`src/hw/scp_pkg.sv`:
```
/*
 * scp_pkg: constants for the system clock prescaler and pll control block.
 * assumes: a byte-wide register port; registers at the offsets named here.
 */
package scp_pkg;
	// ---------------------------------------------------------------
	// register offsets
	// ---------------------------------------------------------------
	localparam logic [7:0] PLL_CONTROL_STATUS_ADDR   = 8'h29;
	localparam logic [7:0] SYSTEM_CLOCK_DIVIDER_ADDR = 8'h61;
	localparam logic [7:0] PLL_FREQUENCY_CTRL_ADDR   = 8'h32;

	// ---------------------------------------------------------------
	// field positions
	// ---------------------------------------------------------------
	localparam int CHG_EN_BIT      = 7;
	localparam int HALVER_BIT      = 4;
	localparam int PLL_ENABLE_BIT  = 1;
	localparam int LOCK_BIT        = 0;
	localparam int SRC_SEL_BIT     = 7;
	localparam int USB_POSTDIV_BIT = 6;

	// ---------------------------------------------------------------
	// reset values and codes
	// ---------------------------------------------------------------
	localparam logic [3:0] DIV_RESET_PLAIN = 4'h0;
	localparam logic [3:0] DIV_RESET_FUSED = 4'h3;
	localparam logic [3:0] DIV_CODE_MAX    = 4'h8;
	localparam logic [7:0] PLL_FREQ_RESET  = 8'h04;
	localparam logic [7:0] CTRL_MASK_PLLCS = 8'h12;
	localparam logic [7:0] CHG_EN_ONLY     = 8'h80;

	// ---------------------------------------------------------------
	// timing
	// ---------------------------------------------------------------
	localparam logic [2:0] CHG_EN_WINDOW   = 3'h4;
	localparam int         LOCK_CYCLES_DEF = 5000;
	localparam int         DIV_CNT_W       = 8;

	typedef enum logic [1:0] {
		SCP_RUN  = 2'b00,
		SCP_WAIT = 2'b01,
		SCP_EDGE = 2'b11
	} scp_div_state_e;

	// divisor code to terminal count (divisor minus one)
	function automatic logic [DIV_CNT_W-1:0] scp_div_term(input logic [3:0] code);
		scp_div_term = DIV_CNT_W'((9'h001 << code) - 9'h001);
	endfunction
endpackage

```
`src/hw/scp_clock_ctrl.sv`:
```
/*
 * scp_clock_ctrl: system clock prescaler, clock output pin drive and
 * pll control/status registers.
 * assumes: byte register port, read data one cycle after the read strobe;
 * fuse inputs are static; the pll and oscillators are outside.
 */
// Notes on behaviour
// - fuse drives system clock onto output pin
// - pin carries the divided clock
// - divided clock gates cpu, flash, io, adc
// - divisor changes only at period boundary
// - new rate after two edges
// - change enable written only with others zero
// - enable self-clears after four cycles, no restart
// - reset divisor zero, or three with fuse
// - divisor codes up to eight writable regardless of fuse
// - code n divides by two to the n
// - halver set before enabling pll
// - enable starts pll and oscillator if selected
// - lock flag read-only, clears with enable
// - reserved control bits read zero
// - pll output feeds usb and timer postscalers
// - source select: halver or rc oscillator
// - usb postdivider: pass or halve
`timescale 1ns/1ps
`default_nettype none
module scp_clock_ctrl
	import scp_pkg::*;
#(
	parameter int LOCK_CYCLES = LOCK_CYCLES_DEF
) (
	input  wire logic       clk,
	input  wire logic       rst,
	input  wire logic [7:0] reg_addr,
	input  wire logic [7:0] reg_wdata,
	input  wire logic       reg_wr,
	input  wire logic       reg_rd,
	output logic      [7:0] reg_rdata,
	input  wire logic       clock_output_fuse,
	input  wire logic       divide_by_eight_fuse,
	input  wire logic       pin_io_out,
	input  wire logic       pin_io_oe,
	output logic            clock_output_pin_out,
	output logic            clock_output_pin_oe,
	output logic            sys_clk_en,
	output logic            pll_enable_out,
	output logic            pll_input_halver_out,
	output logic            pll_source_select_out,
	output logic            usb_postdivider_select_out,
	output logic            rc_osc_request
);
	typedef struct packed {
		logic [3:0]     div_code;
		logic           chg_en;
		logic [2:0]     chg_cnt;
		logic           halver;
		logic           pll_en;
		logic           src_sel;
		logic           usb_postdiv;
		logic [5:0]     pll_freq_low;
		logic           fuse_loaded;
		scp_div_state_e dstate;
		logic [7:0]     rdata;
		logic           pin_out;
		logic           pin_oe;
		logic           clk_en;
		logic           rc_req;
	} scp_ctrl_s;

	scp_ctrl_s state_reg;
	scp_ctrl_s state_next;

	logic div_tick;
	logic div_level;
	logic pll_locked;

	scp_divider u_div (
		.clk       (clk),
		.rst       (rst),
		.code      (state_reg.div_code),
		.tick      (div_tick),
		.clk_level (div_level)
	);

	scp_lock #(
		.LOCK_CYCLES (LOCK_CYCLES)
	) u_lock (
		.clk    (clk),
		.rst    (rst),
		.enable (state_reg.pll_en),
		.locked (pll_locked)
	);

	function automatic logic hit(input logic [7:0] a, input logic [7:0] off);
		hit = (a == off);
	endfunction

	// ---------------------------------------------------------------
	// next state
	// ---------------------------------------------------------------
	always_comb begin
		state_next = state_reg;

		// fuse-selected start divisor, caught after release
		if (!state_reg.fuse_loaded) begin
			state_next.fuse_loaded = 1'b1;
			state_next.div_code = divide_by_eight_fuse ? DIV_RESET_FUSED : DIV_RESET_PLAIN;
		end

		if (state_reg.chg_en) begin
			if (state_reg.chg_cnt <= 3'h1) begin
				state_next.chg_en  = 1'b0;
				state_next.chg_cnt = '0;
			end else begin
				state_next.chg_cnt = state_reg.chg_cnt - 3'h1;
			end
		end

		if (reg_wr && hit(reg_addr, SYSTEM_CLOCK_DIVIDER_ADDR)) begin
			// enable only with other bits zero
			if (reg_wdata == CHG_EN_ONLY) begin
				if (!state_reg.chg_en) begin
					state_next.chg_en  = 1'b1;
					state_next.chg_cnt = CHG_EN_WINDOW;
				end
			end else if (state_reg.chg_en && !reg_wdata[CHG_EN_BIT]) begin
				if (reg_wdata[3:0] <= DIV_CODE_MAX) begin
					state_next.div_code = reg_wdata[3:0];
				end
				state_next.chg_en  = 1'b0;
				state_next.chg_cnt = '0;
			end
		end

		if (reg_wr && hit(reg_addr, PLL_CONTROL_STATUS_ADDR)) begin
			// halver stored for the pll prescaler
			state_next.halver = reg_wdata[HALVER_BIT];
			state_next.pll_en = reg_wdata[PLL_ENABLE_BIT];
		end

		if (reg_wr && hit(reg_addr, PLL_FREQUENCY_CTRL_ADDR)) begin
			state_next.src_sel = reg_wdata[SRC_SEL_BIT];
			state_next.usb_postdiv = reg_wdata[USB_POSTDIV_BIT];
			// timer postscaler and pll ratio bits
			state_next.pll_freq_low = reg_wdata[5:0];
		end

		case (state_reg.dstate)
			SCP_RUN: begin
				if (state_next.div_code != state_reg.div_code) begin
					state_next.dstate = SCP_WAIT;
				end
			end
			SCP_WAIT: begin
				if (div_tick) begin
					state_next.dstate = SCP_EDGE;
				end
			end
			SCP_EDGE: begin
				if (div_tick) begin
					state_next.dstate = SCP_RUN;
				end
			end
			default: begin
				state_next.dstate = SCP_RUN;
			end
		endcase

		state_next.rdata = '0;
		if (reg_rd) begin
			if (hit(reg_addr, SYSTEM_CLOCK_DIVIDER_ADDR)) begin
				state_next.rdata = {state_reg.chg_en, 3'h0, state_reg.div_code};
			end else if (hit(reg_addr, PLL_CONTROL_STATUS_ADDR)) begin
				state_next.rdata = {state_reg.pll_en ? 8'h00 : 8'h00}
					| ({3'h0, state_reg.halver, 2'h0, state_reg.pll_en, 1'b0} & CTRL_MASK_PLLCS)
					| {7'h00, pll_locked};
			end else if (hit(reg_addr, PLL_FREQUENCY_CTRL_ADDR)) begin
				state_next.rdata = {state_reg.src_sel, state_reg.usb_postdiv,
					state_reg.pll_freq_low};
			end
		end

		// divided clock enable for synchronous domains
		state_next.clk_en = div_tick;

		if (clock_output_fuse) begin
			state_next.pin_out = div_level;
			state_next.pin_oe  = 1'b1;
		end else begin
			state_next.pin_out = pin_io_out;
			state_next.pin_oe  = pin_io_oe;
		end

		// rc oscillator on when pll runs from it
		state_next.rc_req = state_next.pll_en && state_next.src_sel;
	end

	// ---------------------------------------------------------------
	// state register
	// ---------------------------------------------------------------
	always_ff @(posedge clk or posedge rst) begin
		if (rst) begin
			state_reg              <= '0;
			state_reg.pll_freq_low <= PLL_FREQ_RESET[5:0];
			state_reg.dstate       <= SCP_RUN;
		end else begin
			state_reg <= state_next;
		end
	end

	// ---------------------------------------------------------------
	// outputs, all registered
	// ---------------------------------------------------------------
	assign reg_rdata                  = state_reg.rdata;
	assign clock_output_pin_out       = state_reg.pin_out;
	assign clock_output_pin_oe        = state_reg.pin_oe;
	assign sys_clk_en                 = state_reg.clk_en;
	assign pll_enable_out             = state_reg.pll_en;
	assign pll_input_halver_out       = state_reg.halver;
	assign pll_source_select_out      = state_reg.src_sel;
	assign usb_postdivider_select_out = state_reg.usb_postdiv;
	assign rc_osc_request             = state_reg.rc_req;
endmodule // scp_clock_ctrl
`default_nettype wire

```
`src/hw/scp_divider.sv`:
```
/*
 * scp_divider: glitch-free power-of-two divider producing a clock enable
 * and a divided clock level.
 * assumes: code is already legal; the master clock runs free.
 */
`timescale 1ns/1ps
`default_nettype none
module scp_divider
	import scp_pkg::*;
(
	input  wire logic       clk,
	input  wire logic       rst,
	input  wire logic [3:0] code,
	output logic            tick,
	output logic            clk_level
);
	typedef struct packed {
		logic [DIV_CNT_W-1:0] cnt;
		logic [DIV_CNT_W-1:0] term;
		logic                 tick;
		logic                 level;
	} scp_div_s;

	scp_div_s state_reg;
	scp_div_s state_next;

	// ---------------------------------------------------------------
	// counter; new terminal taken only at a period boundary
	// ---------------------------------------------------------------
	always_comb begin
		state_next = state_reg;
		state_next.tick = 1'b0;
		if (state_reg.cnt >= state_reg.term) begin
			state_next.cnt  = '0;
			state_next.tick = 1'b1;
			state_next.term = scp_div_term(code);
		end else begin
			state_next.cnt = state_reg.cnt + DIV_CNT_W'(1);
		end
		state_next.level = (state_next.term == '0) ? ~state_reg.level
			: (state_next.cnt <= (state_next.term >> 1));
	end

	always_ff @(posedge clk or posedge rst) begin
		if (rst) begin
			state_reg <= '0;
		end else begin
			state_reg <= state_next;
		end
	end

	assign tick      = state_reg.tick;
	assign clk_level = state_reg.level;
endmodule // scp_divider
`default_nettype wire

```
`src/hw/scp_lock.sv`:
```
/*
 * scp_lock: lock model for the pll; counts reference cycles after enable.
 * assumes: enable is a register level in the same clock domain.
 */
`timescale 1ns/1ps
`default_nettype none
module scp_lock
	import scp_pkg::*;
#(
	parameter int LOCK_CYCLES = LOCK_CYCLES_DEF
) (
	input  wire logic clk,
	input  wire logic rst,
	input  wire logic enable,
	output logic      locked
);
	typedef struct packed {
		logic [15:0] cnt;
		logic        locked;
	} scp_lock_s;

	scp_lock_s state_reg;
	scp_lock_s state_next;

	// ---------------------------------------------------------------
	// lock counter
	// ---------------------------------------------------------------
	always_comb begin
		state_next = state_reg;
		if (!enable) begin
			state_next = '0;
		end else if (state_reg.cnt >= 16'(LOCK_CYCLES - 1)) begin
			state_next.locked = 1'b1;
		end else begin
			state_next.cnt = state_reg.cnt + 16'h0001;
		end
	end

	always_ff @(posedge clk or posedge rst) begin
		if (rst) begin
			state_reg <= '0;
		end else begin
			state_reg <= state_next;
		end
	end

	assign locked = state_reg.locked;
endmodule // scp_lock
`default_nettype wire

```
`config.mk`:
```
export PLATFORM = sky130hd
export DESIGN_NAME = scp_clock_ctrl
export DESIGN_NICKNAME = d
export VERILOG_FILES = /design/src/hw/scp_pkg.sv /design/src/hw/scp_clock_ctrl.sv /design/src/hw/scp_divider.sv /design/src/hw/scp_lock.sv
export SDC_FILE = /design/constraint.sdc
export NUM_CORES = 1
export LEC_CHECK = 0
export BUFFER_PORTS_ARGS = -buffer_cell sky130_fd_sc_hd__buf_2
export CAP_MARGIN = 5
export CORE_ASPECT_RATIO = 1.4
export CORE_UTILIZATION = 37
export CTS_CLUSTER_SIZE = 24
export DETAILED_ROUTE_END_ITERATION = 8
export PLACE_DENSITY = 0.54
export SYNTH_ARGS = -nofsm -noshare
export SYNTH_HDL_FRONTEND = slang
export SYNTH_HIERARCHICAL = 1
export SYNTH_SLANG_ARGS = --single-unit
export TNS_END_PERCENT = 30
```
`constraint.sdc`:
```
create_clock -name clk -period 7.6 [get_ports clk]
set_clock_uncertainty 0.15 [all_clocks]
set_input_delay 1.52 -clock clk [delete_from_list [all_inputs] [get_ports clk]]
set_output_delay 1.52 -clock clk [all_outputs]
set_load 0.01 [all_outputs]
```
==> out/results.tsv <==
metric	value	unit
run status	finished, violations left	
failing checks	DRC	
TNS Setup	0	ns
average cell area after synthesis	10.4	µm²
Starting Density	0.387	
fin crit share	0.461	
most frequent cells in the layout	dfrtp_1, buf_2, nand2_1	
Yosys top cell area share	0.461	
dpl cells	474	
drt first pass iters	6	
Post-Syn Instances	341	
post-synthesis async set-or-reset flop share	1.00	
row count	41	
total CTS buffers	9	
Synth cell types	54	
PwrDens	206	mW/mm²
EDFF count, synth	0	
Setup WS post-layout	4.10	ns
Setup CP Type	in2reg	
Nets	421	
post-synth top area cell	dfrtp_1	
CTS tree	built	
post-detailed-routing wire length	7280	µm
largest net degree at the start of global routing	32	
critical path launch point type	input pin	
FMAX	286	MHz
number of synthesized register bits	66	
vias in the first global route	2641	
sequential fraction of the synthesis area	0.468	
final setup vio count	0	
Die Area	0.00995	mm²
initial antenna violation count	0	
Tmin final	3.50	ns
cells on worst reg2reg path	12	
Vias	2553	
Peak VDD IR	0.0000949	V
All-Layer GR Usage	0.161	
post-CTS setup buffer count	0	
crit path DAT	3.60	ns
synth top area cells	dfrtp_1, ha_1, mux2i_1	
layout cells sized above 1	0.206	
Die H	118	µm
commonest non-fill, non-tap cell in the layout	dfrtp_1	
Reg clk slew, reported paths	0.05	ns
DRC viols	8	
clock latency on the worst-skew pair	0.33	ns
CP Max Fanout	8	
total gr overflow	0	
Mapped Nets	384	
antenna diode count	0	
cts hold-fix bufs	0	
max capacitance violation total	0	
Clock Sinks	66	
dpl hpwl	5350	µm
first-pass GRT wire length	12500	µm
H-tree depth	3	
I/O pins	40	
crit end category	register	
Core Area	0.00913	mm²
Layout area overhead	15.8	%
post_cts resized	0	
Critical Path RT	7.70	ns
fin. max-slew vios	0	
wire per inst	14.9	µm
via/cell ratio	5.21	
# port buffers	39	
DRT iter0 DRCs	122	
worst min-delay path category	reg2reg	
relative slew slack	0.237	
worst slew pin tran	1.13	ns
Fin. Hold Viols	0	
Max clock buf depth	2	
RSZ-0062 raised after global routing	false	
Cell Area, Synth	0.00353	mm²
final cell count without fillers	490	
antenna-violating nets left	0	
hold depth	0	
P_leak	2.06	nW
synth warn	6	
final total power	844	µW
RD Place Congestion	0.793	
Place WS	3.82	ns
Reg2Reg Setup Slack	4.27	ns
Root Driver	clkbuf_16	
dominant synthesized flop cell	dfrtp_1	
DIE WIDTH	84.6	µm
==> routing by layer <==
metal / share of wire / global-route usage / wire length [µm] / vias to the layer above
met5: 0 / 0 / 0 / -
met3: 0.028 / 0.0245 / 205 / 14
met4: 0.032 / 0.0975 / 232 / 0
li1: - / - / - / 1248
met2: 0.52 / 0.285 / 3790 / 46
met1: 0.42 / 0.180 / 3050 / 1245
==> worst paths after layout <==
path | to | startpoint
worst max register to register | u_div/clk_level | u_div/state_reg[2]
max in group asynchronous | u_div/state_reg[17] | rst
min in group asynchronous | pll_enable_out | rst
worst min-delay path | sys_clk_en | u_div/tick
worst max-delay path | state_reg[29] | reg_addr[1]
worst min register to register | sys_clk_en | u_div/tick
==> stage by stage <==
step	hold WS (ns)	utilization	area, µm²
after floorplan	0.181	-	3530
after detailed placement	0.185	0.413	3770
after global placement	0.187	0.413	3770
after CTS	0.197	0.448	4090
after global routing	0.205	0.448	4090
final	0.197	0.448	4090
==> cell families (layout without fill, tap and decap cells) <==
logic type,Yosys count,in the layout,share of synthesized area
compound gates,49,49,0.0971
xor+xnor,13,13,0.0322
fa+ha+maj,19,19,0.0673
buf+inv,40,82,0.0553
flops,66,66,0.468
mux,24,24,0.0740
other cells,1,1,0.00106
simple gates,129,129,0.205
==> worst max-delay path, cell delays in order <==
cell and delay (ns):
buf_2 0.11, nor4bb_1 0.87, nand4_1 0.41, a21oi_1 0.43, mux2i_1 0.25
==> where the power goes <==
part	leakage [nW]	switching (mW)	internal, mW
Combinational	1.06	0.0216	0.0161
Sequential	0.847	0.00631	0.356
Clock	0.156	0.149	0.295
Total	2.06	0.177	0.667
==> layout make-up <==
cell class                      instances  area, µm²
Tap cell                              107        134
Inverter                               26       97.6
Clock inverter                          5       77.6
Fill cell                             871       5040
Clock buffer                           11        243
Multi-Input combinational cell        235       1680
Timing Repair Buffer                   40        203
Sequential cell                        66       1650
==> synth_stat cells, types with 2 or more instances <==
master / number
a211oi_1: 2
a21o_1: 2
a21oi_1: 10
a22o_1: 4
a22oi_1: 6
a31oi_1: 3
and2_1: 15
and3_1: 5
buf_4: 10
clkbuf_1: 3
dfrtp_1: 65
ha_1: 19
inv_1: 25
mux2_2: 10
mux2i_1: 12
nand2_1: 29
nand2b_1: 9
nand3_1: 8
nand4_1: 7
nor2_1: 17
nor2b_1: 10
nor3_1: 8
nor3b_1: 2
nor4_1: 5
nor4b_1: 2
o211ai_1: 2
o21a_1: 4
o21ai_0: 9
o22ai_1: 2
xnor2_1: 5
xor2_1: 8
Power figures use the tool's default switching activity.
